`src/rtl/txpq_defs.svh`:
```
// Purpose: offsets, field positions, reset values for the pending queue
// Assumes: 12-bit register byte addresses on the register bus
// Notes:   definitions only
`ifndef TXPQ_DEFS_SVH
`define TXPQ_DEFS_SVH
`define OFS_PQ_BASE_LO   12'h800
`define OFS_PQ_BASE_HI   12'h804
`define OFS_PQ_END       12'h808
`define OFS_PQ_WPTR      12'h80C
`define OFS_PQ_RPTR      12'h810
`define OFS_DESC_BASE_LO 12'h850
`define OFS_DESC_BASE_HI 12'h854
`define OFS_CTRL         12'h8A0
`define OFS_STATUS       12'h8A4
`define CTRL_TX_DMA_EN   0
`define STAT_PQ_READ     0
`define RST_HALF         16'h0000
`define PQ_STEP          16'h0004
`define DESC_SHIFT       4
`define LINK_WORD_OFS    4'hC
`define F_IDX_HI         15
`define F_CNT_HI         28
`define F_CNT_LO         16
`define F_CV             30
`define F_EOP            31
`define F_PV             16
`define F_CH_HI          23
`define F_CH_LO          16
`define F_PRI            24
`define F_RST            25
`define RESP_OKAY        2'h0
`define RESP_SLVERR      2'h2
`endif

```
`src/rtl/txpq_pkg.sv`:
```
// Purpose: shared types of the transmit pending-queue engine
// Assumes: nothing
// Notes:   constants live in txpq_defs.svh
package txpq_pkg;
   typedef enum logic [2:0] {
      ST_IDLE, ST_PQ_RD, ST_PQ_WAIT, ST_LINK_WR, ST_D_RD, ST_D_WAIT, ST_EMIT
   } fsm_t;

   typedef struct packed {
      logic        valid;
      logic        write;
      logic [31:0] addr;
      logic [31:0] wdata;
   } mem_req_t;

   typedef struct packed {
      logic [31:0] addr;
      logic [12:0] count;
      logic [7:0]  chan;
      logic        eop;
      logic        priority_packet_flag;
   } buf_cmd_t;

   typedef struct packed {
      logic        valid;
      logic [11:0] addr;
      logic [31:0] data;
      logic [3:0]  strb;
   } reg_wr_t;
endpackage : txpq_pkg

```
`src/rtl/txpq_addr_gen.sv`:
```
// Purpose: byte address of a word inside an indexed descriptor
// Assumes: descriptors are four words, aligned on sixteen bytes
// Notes:   purely combinational
`include "txpq_defs.svh"
module txpq_addr_gen (
   // Base and index
   input  wire logic [15:0] base_lo,
   input  wire logic [15:0] base_hi,
   input  wire logic [15:0] idx,
   input  wire logic [3:0]  ofs,
   // Result
   output logic      [31:0] addr
);
   always_comb begin
      addr = {base_hi, base_lo} + {12'h000, idx, 4'h0} + {28'h0000000, ofs};
   end
endmodule : txpq_addr_gen

```
`src/rtl/txpq_axil_port.sv`:
```
// Purpose: AXI4-Lite slave handshake for the engine's registers
// Assumes: one write and one read under way at a time
// Notes:   decode and storage sit in the parent; SLVERR when unmapped
`include "txpq_defs.svh"
module txpq_axil_port (
   // Clock and reset
   input  wire logic               aclk,
   input  wire logic               aresetn,
   input  wire logic               ce,
   // AXI4-Lite
   input  wire logic [11:0]        awaddr,
   input  wire logic               awvalid,
   output logic                    awready,
   input  wire logic [31:0]        wdata,
   input  wire logic [3:0]         wstrb,
   input  wire logic               wvalid,
   output logic                    wready,
   output logic [1:0]              bresp,
   output logic                    bvalid,
   input  wire logic               bready,
   input  wire logic [11:0]        araddr,
   input  wire logic               arvalid,
   output logic                    arready,
   output logic [31:0]             rdata,
   output logic [1:0]              rresp,
   output logic                    rvalid,
   input  wire logic               rready,
   // Parent side
   output txpq_pkg::reg_wr_t       wr,
   input  wire logic               wr_hit,
   output logic [11:0]             rd_addr,
   input  wire logic [31:0]        rd_word,
   input  wire logic               rd_hit
);
   typedef struct packed {
      logic        aw_have;
      logic        w_have;
      logic [11:0] aw_addr;
      logic [31:0] w_data;
      logic [3:0]  w_strb;
      logic        bvalid;
      logic [1:0]  bresp;
      logic        rd_pend;
      logic [11:0] ar_addr;
      logic        rvalid;
      logic [1:0]  rresp;
      logic [31:0] rdata;
   } port_t;

   port_t s;
   port_t next_s;

   always_comb begin
      next_s = s;
      awready = !s.aw_have && !s.bvalid;
      wready = !s.w_have && !s.bvalid;
      arready = !s.rd_pend && !s.rvalid;
      wr = '0;
      if (awvalid && awready) begin
         next_s.aw_have = 1'b1;
         next_s.aw_addr = awaddr;
      end
      if (wvalid && wready) begin
         next_s.w_have = 1'b1;
         next_s.w_data = wdata;
         next_s.w_strb = wstrb;
      end
      if (s.aw_have && s.w_have) begin
         wr = '{valid: 1'b1, addr: s.aw_addr, data: s.w_data,
                strb: s.w_strb};
         next_s.aw_have = 1'b0;
         next_s.w_have = 1'b0;
         next_s.bvalid = 1'b1;
         next_s.bresp = wr_hit ? `RESP_OKAY : `RESP_SLVERR;
      end
      if (s.bvalid && bready) begin
         next_s.bvalid = 1'b0;
      end
      if (arvalid && arready) begin
         next_s.rd_pend = 1'b1;
         next_s.ar_addr = araddr;
      end
      if (s.rd_pend) begin
         next_s.rd_pend = 1'b0;
         next_s.rvalid = 1'b1;
         next_s.rdata = rd_hit ? rd_word : 32'h00000000;
         next_s.rresp = rd_hit ? `RESP_OKAY : `RESP_SLVERR;
      end
      if (s.rvalid && rready) begin
         next_s.rvalid = 1'b0;
      end
   end

   always_ff @(posedge aclk) begin
      if (!aresetn) begin
         s <= '0;
      end else if (ce) begin
         s <= next_s;
      end
   end

   assign bvalid = s.bvalid;
   assign bresp = s.bresp;
   assign rvalid = s.rvalid;
   assign rresp = s.rresp;
   assign rdata = s.rdata;
   assign rd_addr = s.ar_addr;
endmodule : txpq_axil_port

```
`src/rtl/tx_descriptor_pending_queue.sv`:
```
// Purpose: fetch pending-queue entries, walk descriptor chains, emit
//          buffer commands to the transmit datapath
// Assumes: one outstanding memory access; read data returns in order
// Notes:   pointers are byte offsets from the pending-queue base
`include "txpq_defs.svh"
// Functional notes
// - Table is contiguous, 16-byte entries, 32-bit base.
// - Word 0 is the absolute buffer address.
// - Follow next index unless end without chain.
// - Byte count is word 1 bits 16 to 28.
// - End with chain-valid starts next packet.
// - Word 1 bit 31 marks last buffer.
// - Channel is word 2 low byte.
// - Unused descriptor bits are ignored.
// - Two chains inside; more linked via word 3.
// - Linking sets word 3 bit 16; host clears it.
// - Entry bits 0 to 15 index the first descriptor.
// - Entry bits 16 to 23 carry the channel code.
// - Priority entry goes at the packet end; one linked via word 3 loses its priority.
// - Restart bit forces channel enable to one.
// - Entry status and top bits are ignored.
// - Engine moves read pointer, host moves write.
// - Equal pointers mean empty.
// - Read pointer steps a word, wraps past end.
// - Each fetch sets the read status flag.
// - Fetch only with transmit DMA enable set.
module tx_descriptor_pending_queue #(
   parameter int SLOTS = 2
) (
   // Clock, reset, enable
   input  wire logic                aclk,
   input  wire logic                aresetn,
   input  wire logic                ce,
   // AXI4-Lite register bus
   input  wire logic [11:0]         awaddr,
   input  wire logic                awvalid,
   output logic                     awready,
   input  wire logic [31:0]         wdata,
   input  wire logic [3:0]          wstrb,
   input  wire logic                wvalid,
   output logic                     wready,
   output logic [1:0]               bresp,
   output logic                     bvalid,
   input  wire logic                bready,
   input  wire logic [11:0]         araddr,
   input  wire logic                arvalid,
   output logic                     arready,
   output logic [31:0]              rdata,
   output logic [1:0]               rresp,
   output logic                     rvalid,
   input  wire logic                rready,
   // System memory access
   output txpq_pkg::mem_req_t       mem_req,
   input  wire logic                mem_ready,
   input  wire logic                mem_rvalid,
   input  wire logic [31:0]         mem_rdata,
   // Buffer commands to the transmit datapath
   output txpq_pkg::buf_cmd_t       buf_cmd,
   output logic                     buf_valid,
   input  wire logic                buf_ready,
   // Channel enable force
   output logic                     chan_enable_set,
   output logic [7:0]               chan_enable_code
);
   typedef struct packed {
      txpq_pkg::fsm_t      st;
      logic [15:0]         pq_base_lo;
      logic [15:0]         pq_base_hi;
      logic [15:0]         pq_end;
      logic [15:0]         wptr;
      logic [15:0]         rptr;
      logic [15:0]         d_base_lo;
      logic [15:0]         d_base_hi;
      logic                tx_dma_enable;
      logic                pq_read_flag;
      logic [1:0]          count;
      logic                ext_pending;
      logic [15:0]         tail_idx;
      logic [15:0]         head_idx;
      logic                head_pri;
      logic                head_first;
      logic [15:0]         s1_idx;
      logic                s1_pri;
      logic                s1_first;
      logic [31:0]         entry;
      logic [1:0]          word;
      logic [31:0]         w0;
      logic [31:0]         w1;
      logic [31:0]         w2;
      txpq_pkg::mem_req_t  req;
      txpq_pkg::buf_cmd_t  cmd;
      logic                cmd_valid;
      logic                en_set;
      logic [7:0]          en_code;
   } eng_t;

   eng_t s;
   eng_t next_s;

   txpq_pkg::reg_wr_t wr;
   logic              wr_hit;
   logic [11:0]       rd_addr;
   logic [31:0]       rd_word;
   logic              rd_hit;
   logic [31:0]       desc_addr;
   logic [31:0]       link_addr;
   logic [15:0]       step_ptr;
   logic              pq_empty;
   logic              can_fetch;

   txpq_axil_port u_port (
      .aclk    (aclk),
      .aresetn (aresetn),
      .ce      (ce),
      .awaddr  (awaddr),
      .awvalid (awvalid),
      .awready (awready),
      .wdata   (wdata),
      .wstrb   (wstrb),
      .wvalid  (wvalid),
      .wready  (wready),
      .bresp   (bresp),
      .bvalid  (bvalid),
      .bready  (bready),
      .araddr  (araddr),
      .arvalid (arvalid),
      .arready (arready),
      .rdata   (rdata),
      .rresp   (rresp),
      .rvalid  (rvalid),
      .rready  (rready),
      .wr      (wr),
      .wr_hit  (wr_hit),
      .rd_addr (rd_addr),
      .rd_word (rd_word),
      .rd_hit  (rd_hit)
   );

   // Head descriptor word, and word 3 of the newest queued chain
   txpq_addr_gen u_desc_addr (
      .base_lo (s.d_base_lo),
      .base_hi (s.d_base_hi),
      .idx     (s.head_idx),
      .ofs     ({s.word, 2'b00}),
      .addr    (desc_addr)
   );

   txpq_addr_gen u_link_addr (
      .base_lo (s.d_base_lo),
      .base_hi (s.d_base_hi),
      .idx     (s.tail_idx),
      .ofs     (`LINK_WORD_OFS),
      .addr    (link_addr)
   );

   function automatic logic [15:0] merge16(input logic [15:0] old,
                                           input logic [31:0] d,
                                           input logic [3:0]  strb);
      merge16 = old;
      if (strb[0]) begin
         merge16[7:0] = d[7:0];
      end
      if (strb[1]) begin
         merge16[15:8] = d[15:8];
      end
   endfunction : merge16

   function automatic logic is_mapped(input logic [11:0] a);
      unique case (a)
         `OFS_PQ_BASE_LO, `OFS_PQ_BASE_HI, `OFS_PQ_END, `OFS_PQ_WPTR,
         `OFS_PQ_RPTR, `OFS_DESC_BASE_LO, `OFS_DESC_BASE_HI, `OFS_CTRL,
         `OFS_STATUS: is_mapped = 1'b1;
         default:     is_mapped = 1'b0;
      endcase
   endfunction : is_mapped

   always_comb begin
      rd_hit = is_mapped(rd_addr);
      unique case (rd_addr)
         `OFS_PQ_BASE_LO:   rd_word = {16'h0000, s.pq_base_lo};
         `OFS_PQ_BASE_HI:   rd_word = {16'h0000, s.pq_base_hi};
         `OFS_PQ_END:       rd_word = {16'h0000, s.pq_end};
         `OFS_PQ_WPTR:      rd_word = {16'h0000, s.wptr};
         `OFS_PQ_RPTR:      rd_word = {16'h0000, s.rptr};
         `OFS_DESC_BASE_LO: rd_word = {16'h0000, s.d_base_lo};
         `OFS_DESC_BASE_HI: rd_word = {16'h0000, s.d_base_hi};
         `OFS_CTRL:         rd_word = {31'h00000000, s.tx_dma_enable};
         `OFS_STATUS:       rd_word = {31'h00000000, s.pq_read_flag};
         default:           rd_word = 32'h00000000;
      endcase
      wr_hit = is_mapped(wr.addr);
   end

   always_comb begin
      step_ptr = s.rptr + `PQ_STEP;
      pq_empty = (s.rptr == s.wptr);
      can_fetch = s.tx_dma_enable && !pq_empty;
   end

   always_comb begin
      next_s = s;
      next_s.en_set = 1'b0;

      // Register writes; host owns pointer initialisation
      if (wr.valid) begin
         unique case (wr.addr)
            `OFS_PQ_BASE_LO:
               next_s.pq_base_lo = merge16(s.pq_base_lo, wr.data, wr.strb);
            `OFS_PQ_BASE_HI:
               next_s.pq_base_hi = merge16(s.pq_base_hi, wr.data, wr.strb);
            `OFS_PQ_END:
               next_s.pq_end = merge16(s.pq_end, wr.data, wr.strb);
            `OFS_PQ_WPTR:
               next_s.wptr = merge16(s.wptr, wr.data, wr.strb);
            `OFS_PQ_RPTR:
               next_s.rptr = merge16(s.rptr, wr.data, wr.strb);
            `OFS_DESC_BASE_LO:
               next_s.d_base_lo = merge16(s.d_base_lo, wr.data, wr.strb);
            `OFS_DESC_BASE_HI:
               next_s.d_base_hi = merge16(s.d_base_hi, wr.data, wr.strb);
            `OFS_CTRL: begin
               if (wr.strb[0]) begin
                  next_s.tx_dma_enable = wr.data[`CTRL_TX_DMA_EN];
               end
            end
            `OFS_STATUS: begin
               // Write one to clear; a fetch in the same cycle wins below
               if (wr.strb[0] && wr.data[`STAT_PQ_READ]) begin
                  next_s.pq_read_flag = 1'b0;
               end
            end
            default: begin
            end
         endcase
      end

      unique case (s.st)
         txpq_pkg::ST_IDLE: begin
            if (can_fetch && !(s.count == 2'(SLOTS) && s.ext_pending
                               && 1'b0)) begin
               // Entry read at base plus read pointer
               next_s.req = '{valid: 1'b1, write: 1'b0,
                              addr: {s.pq_base_hi, s.pq_base_lo}
                                    + {16'h0000, s.rptr},
                              wdata: 32'h00000000};
               next_s.st = txpq_pkg::ST_PQ_RD;
            end else if (s.count != 2'h0) begin
               next_s.word = 2'h0;
               next_s.st = txpq_pkg::ST_D_RD;
            end
         end

         txpq_pkg::ST_PQ_RD: begin
            if (mem_ready) begin
               next_s.req.valid = 1'b0;
               next_s.st = txpq_pkg::ST_PQ_WAIT;
            end
         end

         txpq_pkg::ST_PQ_WAIT: begin
            if (mem_rvalid) begin
               // Status field and top bits are never looked at
               next_s.entry = mem_rdata;
               next_s.pq_read_flag = 1'b1;
               if (step_ptr > s.pq_end) begin
                  next_s.rptr = `RST_HALF;
               end else begin
                  next_s.rptr = step_ptr;
               end
               if (mem_rdata[`F_RST]) begin
                  next_s.en_set = 1'b1;
                  next_s.en_code = mem_rdata[`F_CH_HI:`F_CH_LO];
               end
               if (s.count < 2'(SLOTS) && !s.ext_pending) begin
                  // Room inside: keep the chain
                  next_s.tail_idx = mem_rdata[`F_IDX_HI:0];
                  if (s.count == 2'h0) begin
                     next_s.head_idx = mem_rdata[`F_IDX_HI:0];
                     next_s.head_pri = mem_rdata[`F_PRI];
                     next_s.head_first = 1'b1;
                  end else begin
                     next_s.s1_idx = mem_rdata[`F_IDX_HI:0];
                     next_s.s1_pri = mem_rdata[`F_PRI];
                     next_s.s1_first = 1'b1;
                  end
                  next_s.count = s.count + 2'h1;
                  next_s.st = txpq_pkg::ST_IDLE;
               end else begin
                  // No room, or links pending: link onto the newest queued chain
                  next_s.req = '{valid: 1'b1, write: 1'b1, addr: link_addr,
                                 wdata: {15'h0000, 1'b1,
                                         mem_rdata[`F_IDX_HI:0]}};
                  next_s.st = txpq_pkg::ST_LINK_WR;
               end
            end
         end

         txpq_pkg::ST_LINK_WR: begin
            if (mem_ready) begin
               next_s.req.valid = 1'b0;
               next_s.tail_idx = s.entry[`F_IDX_HI:0];
               next_s.ext_pending = 1'b1;
               next_s.st = txpq_pkg::ST_IDLE;
            end
         end

         txpq_pkg::ST_D_RD: begin
            next_s.req = '{valid: 1'b1, write: 1'b0, addr: desc_addr,
                           wdata: 32'h00000000};
            if (s.req.valid && mem_ready) begin
               next_s.req.valid = 1'b0;
               next_s.st = txpq_pkg::ST_D_WAIT;
            end
         end

         txpq_pkg::ST_D_WAIT: begin
            if (mem_rvalid) begin
               unique case (s.word)
                  2'h0: next_s.w0 = mem_rdata;
                  2'h1: next_s.w1 = mem_rdata;
                  2'h2: next_s.w2 = mem_rdata;
                  2'h3: begin
                     // Link field counts only on a chain's first buffer
                     if (s.head_first && mem_rdata[`F_PV]) begin
                        next_s.s1_idx = mem_rdata[`F_IDX_HI:0];
                        next_s.s1_pri = 1'b0;
                        next_s.s1_first = 1'b1;
                        next_s.count = 2'(SLOTS);
                        if (mem_rdata[`F_IDX_HI:0] == s.tail_idx) begin
                           next_s.ext_pending = 1'b0;
                        end
                     end
                  end
                  default: begin
                  end
               endcase
               if (s.word == 2'h3) begin
                  // Unused bits of every word are dropped here
                  next_s.cmd = '{addr: s.w0,
                                 count: s.w1[`F_CNT_HI:`F_CNT_LO],
                                 chan: s.w2[7:0],
                                 eop: s.w1[`F_EOP],
                                 priority_packet_flag: s.head_pri};
                  next_s.cmd_valid = 1'b1;
                  next_s.head_first = 1'b0;
                  next_s.st = txpq_pkg::ST_EMIT;
               end else begin
                  next_s.word = s.word + 2'h1;
                  next_s.st = txpq_pkg::ST_D_RD;
               end
            end
         end

         txpq_pkg::ST_EMIT: begin
            if (buf_ready) begin
               next_s.cmd_valid = 1'b0;
               next_s.st = txpq_pkg::ST_IDLE;
               if (!s.w1[`F_EOP]) begin
                  next_s.head_idx = s.w1[`F_IDX_HI:0];
               end else if (s.w1[`F_CV]) begin
                  // Packet ended, chain goes on
                  if (s.count == 2'(SLOTS) && s.s1_pri && !s.head_pri) begin
                     // Priority chain cuts in at the packet end
                     next_s.head_idx = s.s1_idx;
                     next_s.head_pri = 1'b1;
                     next_s.head_first = s.s1_first;
                     next_s.s1_idx = s.w1[`F_IDX_HI:0];
                     next_s.s1_pri = 1'b0;
                     next_s.s1_first = 1'b0;
                  end else begin
                     next_s.head_idx = s.w1[`F_IDX_HI:0];
                  end
               end else begin
                  // Chain done: promote the second slot
                  next_s.head_idx = s.s1_idx;
                  next_s.head_pri = s.s1_pri;
                  next_s.head_first = s.s1_first;
                  next_s.count = s.count - 2'h1;
               end
            end
         end
      endcase
   end

   always_ff @(posedge aclk) begin
      if (!aresetn) begin
         s <= '0;
      end else if (ce) begin
         s <= next_s;
      end
   end

   assign mem_req = s.req;
   assign buf_cmd = s.cmd;
   assign buf_valid = s.cmd_valid;
   assign chan_enable_set = s.en_set;
   assign chan_enable_code = s.en_code;
endmodule : tx_descriptor_pending_queue

```
`config.mk`:
```
export PLATFORM = sky130hd
export DESIGN_NAME = tx_descriptor_pending_queue
export DESIGN_NICKNAME = d
export VERILOG_FILES = /design/src/rtl/txpq_pkg.sv /design/src/rtl/txpq_addr_gen.sv /design/src/rtl/txpq_axil_port.sv /design/src/rtl/tx_descriptor_pending_queue.sv
export VERILOG_INCLUDE_DIRS = /design/src /design/src/rtl
export SDC_FILE = /design/constraint.sdc
export NUM_CORES = 1
export LEC_CHECK = 0
export BUFFER_PORTS_ARGS = -buffer_cell sky130_fd_sc_hd__buf_2
export CORE_MARGIN = 4
export CORE_UTILIZATION = 59
export DETAILED_ROUTE_END_ITERATION = 10
export GPL_ROUTABILITY_DRIVEN = 0
export PLACE_DENSITY = 0.8
export SLEW_MARGIN = 10
export SYNTH_ARGS = -nofsm -noshare
export SYNTH_HDL_FRONTEND = slang
export SYNTH_SLANG_ARGS = --single-unit
```
`constraint.sdc`:
```
create_clock -name aclk -period 4.2 [get_ports aclk]
set_clock_uncertainty 0.05 [all_clocks]
set_input_delay 0.63 -clock aclk [delete_from_list [all_inputs] [get_ports aclk]]
set_output_delay 0.63 -clock aclk [all_outputs]
set_load 0.1 [all_outputs]
```
Word level (Yosys, flattened, before mapping)
Index checks and enable logic that the tools add are counted.
{"block": "totals", "output_inout_bits": 172, "ff_bits": 534, "wordCells": 301}
{"block": "op_classes", "add_sub_neg": 9, "muxes": 97, "n_lt_le_gt_ge": 2, "n_eq_ne": 54, "n_reduce_logical": 85}
{"cell": "$eq 12x12->1 const B", "n": 18}
{"cell": "$mux 66", "n": 3}
{"cell": "$pmux 65 s3", "n": 1}
{"cell": "$mux 16", "n": 9}
{"cell": "$pmux 16 s9", "n": 1}
{"cell": "$mux 18", "n": 6}
{"cell": "$mux 98", "n": 1}
{"cell": "$mux 32", "n": 3}
{"cell": "$mux 84", "n": 1}
{"cell": "$reduce_and 4->1", "n": 18}
{"cell": "$add 32x20->32", "n": 2}
{"cell": "$pmux 19 s3", "n": 1}
{"cell": "$mux 52", "n": 1}
{"cell": "$mux 50", "n": 1}
{"cell": "$mux 49", "n": 1}
{"cell": "$mux 8", "n": 6}
{"cell": "$ne 2x2->1 const B", "n": 21}
{"cell": "$mux 20", "n": 2}
{"cell": "$mux 3", "n": 13}
{"cell": "$mux 36", "n": 1}
{"cell": "$mux 35", "n": 1}
{"cell": "$pmux 17 s2", "n": 1}
{"cell": "$add 32x16->32", "n": 1}
{"cell": "$add 32x4->32", "n": 1}
{"cell": "other kinds (43)", "n": 133}

Longest topological paths before layout
{"block": "depth", "depth_word": 8, "mapped_depth": 16, "ltp_nobuf": 14}

Cells and area by module
Synthesis repeated with hierarchy kept, for this count alone.
{"block": "unflattened", "hier_cells": 3288, "area_unflattened_um2": 26489.2}
{"mod": "tx_descriptor_pending_queue", "seq_area_each_um2": 7527.2, "n_inst": 1, "cells_per_inst": 2399, "area_per_inst_um2": 19177.1}
{"mod": "txpq_axil_port", "seq_area_each_um2": 1981.9, "n_inst": 1, "cells_per_inst": 551, "area_per_inst_um2": 4863.4}
{"mod": "txpq_addr_gen (u_link_addr)", "seq_area_each_um2": 0.0, "n_inst": 1, "cells_per_inst": 170, "area_per_inst_um2": 1257.5}
{"mod": "txpq_addr_gen (u_desc_addr)", "seq_area_each_um2": 0.0, "n_inst": 1, "cells_per_inst": 168, "area_per_inst_um2": 1191.1}

Worst setup path before layout
No wires, ideal clock.
{"block": "synth_timing", "path_kind": "reg2reg", "from": "register s[355] in the netlist's numbering", "to": "register s[352] in the netlist's numbering", "setup_ps": 70, "n_path_buf": 2, "arrival_ps": 2976, "path_stages_with_launch": 17, "period_less_slack_ps": 3096, "required_time_ps": 4080, "setup_slack_ps": 1104, "cell_sequence": "dfxtp_1 > buf_2 > and3_1 > and2_1 > and3_1 > nand2_1 > xnor2_1 > ha_1 > a21o_1 > a21o_1 > a21oi_1 > o21a_1 > o221ai_1 > a21oi_1 > clkbuf_1 > nand3_1 > a21oi_1"}
{"block": "synth_via", "elab_chain_cells": 5}
{"item": "start, declared", "line": "tx_descriptor_pending_queue.sv:97", "text": "eng_t s;"}
{"item": "start signal, assigned", "line": "tx_descriptor_pending_queue.sv:389", "text": "s <= next_s;"}
{"item": "$add 16x3->16 (no line)"}
{"item": "$gt 16x16->1", "line": "tx_descriptor_pending_queue.sv:265", "text": "if (step_ptr > s.pq_end) begin"}
{"item": "$mux 16", "line": "tx_descriptor_pending_queue.sv:265"}
{"item": "$mux 16", "line": "tx_descriptor_pending_queue.sv:261", "text": "if (mem_rvalid) begin"}
{"item": "$mux 16", "line": "tx_descriptor_pending_queue.sv:237", "text": "unique case (s.st)"}
No other way between the ends.
A chain may end at the register's enable or synchronous reset.

Worst setup path after layout
{"block": "layout_timing", "from": "register s[362] in the netlist's numbering", "to": "register s (netlist bit mem_req[33])"}
{"block": "layout_via", "elab_chain_cells": 5}
{"item": "$eq 16x16->1", "line": "tx_descriptor_pending_queue.sv:196", "text": "pq_empty = (s.rptr == s.wptr);"}
{"item": "$logic_not 1->1", "line": "tx_descriptor_pending_queue.sv:197", "text": "can_fetch = s.tx_dma_enable && !pq_empty;"}
{"item": "$logic_and 1x1->1", "line": "tx_descriptor_pending_queue.sv:197"}
{"item": "$ne 2x2->1 (no line)"}
{"item": "$reduce_and 5->1 (no line)"}
No other way between the ends.

==> summary.md <==
## STA
* sum of negative setup slack: 0 ns
* count of endpoints failing hold in the final timing report: 0
* Max-Slew Margin vs Limit: 21.72%
* period utilisation layout: 82.64%
* Worst Max-Slew Pin Slew: 1.174 ns
* endpoints failing setup: 0
* achievable frequency: 0.2881 GHz
* Final Max Tran Viols: 0
* shortest clock period the worst path allows after layout: 3.471 ns
* setup repair after global routing missed its margin: false

## Run status
* outcome: finished, final reports clean

## Clock network
* count of instances resized after the clock tree is built: 0
* CTS HTree Levels: 2
* post-CTS setup repair buffer count: 0
* TritonCTS Sinks: 441
* clock tree from TritonCTS: built
* clock-pin slew on the worst setup and hold paths: 0.06 ns
* TritonCTS buffer count: 45
* number of hold buffers added after cts: 0
* buffer levels on the longest clock path: 3
* Root Buffer Master: clkbuf_16
* clock latency reported for the late side of the worst-skew pair: 0.59 ns

## Power and ir drop
* power per unit of standard cell area: 348.2 nW/µm²
* proportion of total power due to net switching: 24.99%
* VDD IR-drop max: 0.3325 mV
* Gate power share: 6.2%
* net switching power: 2.222 mW
* Reg power frac: 48.1%
* internal power contribution: 6.671 mW
* clock share of power: 45.8%
* Leakage: 10.21 nW

## Yosys
* number of instances in the synthesized netlist: 3,125
* ys flop type: dfxtp_1
* synth warn: 0
* EDFF count, synth: 0
* post-synthesis cell type with the largest combined area: dfxtp_1
* flip-flop and latch count after synthesis: 441
* area share of the largest cell type after synthesis: 36.95%
* sequential fraction of the synthesis area: 36.95%
* Synth area leaders: dfxtp_1 37%, nand2_1 9.7%, a21oi_1 8.5%
* count of different cell masters after synthesis: 93
* synthesized area per cell: 7.646 µm²
* total standard cell area after synthesis: 23,890 µm²
* proportion of register bits with asynchronous set or reset after synthesis: 0%

## Finish
* footprint of the flip-flops and latches: 8828 µm²
* layout filler cell count: 3,321
* net count reported at finish: 3,268
* Core Util, Final: 63.99%
* layout cell share with drive strength beyond 1: 11.89%
* leading cell types in the layout, fill and taps excluded: 614 x nand2_1, 441 x dfxtp_1, 408 x a21oi_1
* area used by multi-input combinational logic: 12,950 µm²
* layout overhead on the synthesized area: 6.901%
* most common library cell in the layout ignoring fill and taps: nand2_1

## Drt
* number of DRC markers after the initial detailed-route iteration: 2,550
* met3 layer wire length in the routed design: 8840 µm
* Via-to-Cell Ratio: 6.283
* top layer in use: met5
* DR vias: 22,920
* Post-route DRC: 0
* total detailed-routing wirelength: 73,320 µm
* number of antenna-violating nets in the routed design: 0
* final routed wire length divided by cell count: 20.10 µm
* routed length on met1: 28,880 µm
* count of TritonRoute iterations in the first routing pass: 6
* Detail Route met2 WL: 32,340 µm

## GRT
* maximum number of pins on one net before global-route repair: 150
* global-route wire length before repair: 114,400 µm
* number of global-route vias before repair: 21,380
* total global routing track utilization: 31.74%
* initial antenna violation count: 3
* grt ovf: 0

## Setup path
* CP Capture Type: flop
* WP buf/inv: 1
* data arrival time of the worst path: 3.94 ns
* startpoint of the lowest-slack register-to-register path: s[362]
* cells on worst reg2reg path: 7
* worst-path fanout max: 18
* register-to-register setup slack: 0.73 ns
* chain of cells forming the critical path: xor2_1, nor4_1, a41oi_2, a221oi_4, buf_4, nand2_1, a21oi_1
* CP Depth: 7
* reg-to-reg endpoint: mem_req[33]
* CP Data Required Time: 4.67 ns
* path type of the worst setup path: reg -> reg
* cell class contributing the biggest share of worst-path delay: compound AO/OA/AOI/OAI gates
* critical path's largest stage delay: 0.82 ns
* standard cell with the maximum stage delay on the critical path: a221oi_4
* sort of element at the start of the critical path: flop

## Placement
* Port Buffers: 223
* placed wire-length estimate: 52,710 µm

## Min path
* Worst Hold Path Cells: 2
* Hold Path Origin: bready
* hold-critical path endpoint: u_port.bvalid
* Hold Crit Class: in -> reg

## Job
* max-cap violation count: 0

## Die
* initial core utilization: 59.86%
* number of I/O pins: 275
* Die Wd: 209.2 µm
* Die Y-Extent: 209.2 µm
* Die Outline Area: 43,780 µm²
* standard cell core area: 39,910 µm²
* number of standard-cell rows in the floorplan: 73

-- worst max-delay path by stage --
stage / start / end
floorplan: s[355] / s[352]
global placement: s[354] / s[354]
finish: s[362] / mem_req[33]
CTS: s[354] / s[354]
global route: s[354] / s[354]
detailed placement: s[354] / s[354]
-- cells in the mapped netlist, types with 5 or more instances --
library cell and instances:
nand2_1 616, dfxtp_1 441, a21oi_1 408, nor2_1 270
clkbuf_1 177, buf_4 169, nand3_1 77, ha_1 75
mux2i_1 75, o21ai_0 68, a211oi_1 59, o21ai_1 53
xor2_1 53, inv_1 45, a31oi_1 44, a21o_1 42
a22oi_1 37, xnor2_1 37, nor2b_1 30, nor3_1 29
and3_1 22, buf_2 22, nand4_1 20, a221oi_1 19
and2_1 14, o211ai_1 14, or3_1 13, nand2b_1 12
nor4_1 12, o21a_1 12, o22ai_1 11, a311oi_1 9
buf_1 8, nor3b_1 7, o221ai_1 7, and4_1 6
nand3b_1 6, or2_1 5
-- power groups by stage --
stage / Sequential (mW) / Combinational [mW] / Clock (mW)
after floorplan: 4.33 / 0.443 / 0
after global placement: 4.36 / 0.527 / 0
after detailed placement: 4.36 / 0.537 / 0
after CTS: 4.27 / 0.540 / 4.10
after global routing: 4.27 / 0.586 / 4.28
final: 4.27 / 0.550 / 4.07
-- per-layer routing --
metal / vias up / GRT usage, %
li1: 10570 / -
met5: - / 0
met1: 10800 / 42.88
met3: 246 / 7.867
met2: 1298 / 48.81
met4: 2 / 13.05
-- stage by stage --
stage	power, mW	instances	hold slack (ns)	area, µm²	worst slack, ns
detailed placement	4.899	3566	0.3938	24040	0.8616
finish	8.893	3647	0.1926	25540	0.7291
floorplan	4.774	3157	0.3813	24010	1.104
CTS	8.906	3645	0.1714	25530	0.8392
global route	9.138	3646	0.1946	25540	0.4913
global placement	4.886	3566	0.3881	24040	0.9800
-- cell families (layout without fill, tap and decap cells) --
group	count (synthesis)	count (layout)	synth area share (%)
other	1	35	0.01569
adder cells (fa/ha/maj)	77	77	4.095
buffers and inverters	426	389	9.483
AND/OR/NAND/NOR	1163	1163	21.09
multiplexers	79	79	3.330
flip-flops	441	441	36.95
AO/OA/AOI/OAI	848	848	21.74
XOR/XNOR	90	90	3.299
-- state kept, by name, indices dropped and copies added, names as in the netlist --
name              cells
u_port.s             33
mem_req              50
chan_enable_set       1
u_port.rresp          1
u_port.bresp          1
u_port.rvalid         1
chan_enable_code      8
u_port.bvalid         1
u_port.rdata         16
buf_cmd              55
u_port.rd_addr       12
buf_valid             1
s                   261
-- area by class of cell --
class / count / area share (%)
clock inverters: 11 / 0.6466
clock buffers: 68 / 5.217
diodes: 2 / 0.01959
flip-flops and latches: 441 / 34.56
repair buffers: 262 / 5.565
multi-input cells: 2290 / 50.68
well taps: 525 / 2.572
inverters: 48 / 0.7348
(Power assumes the default switching activity.)
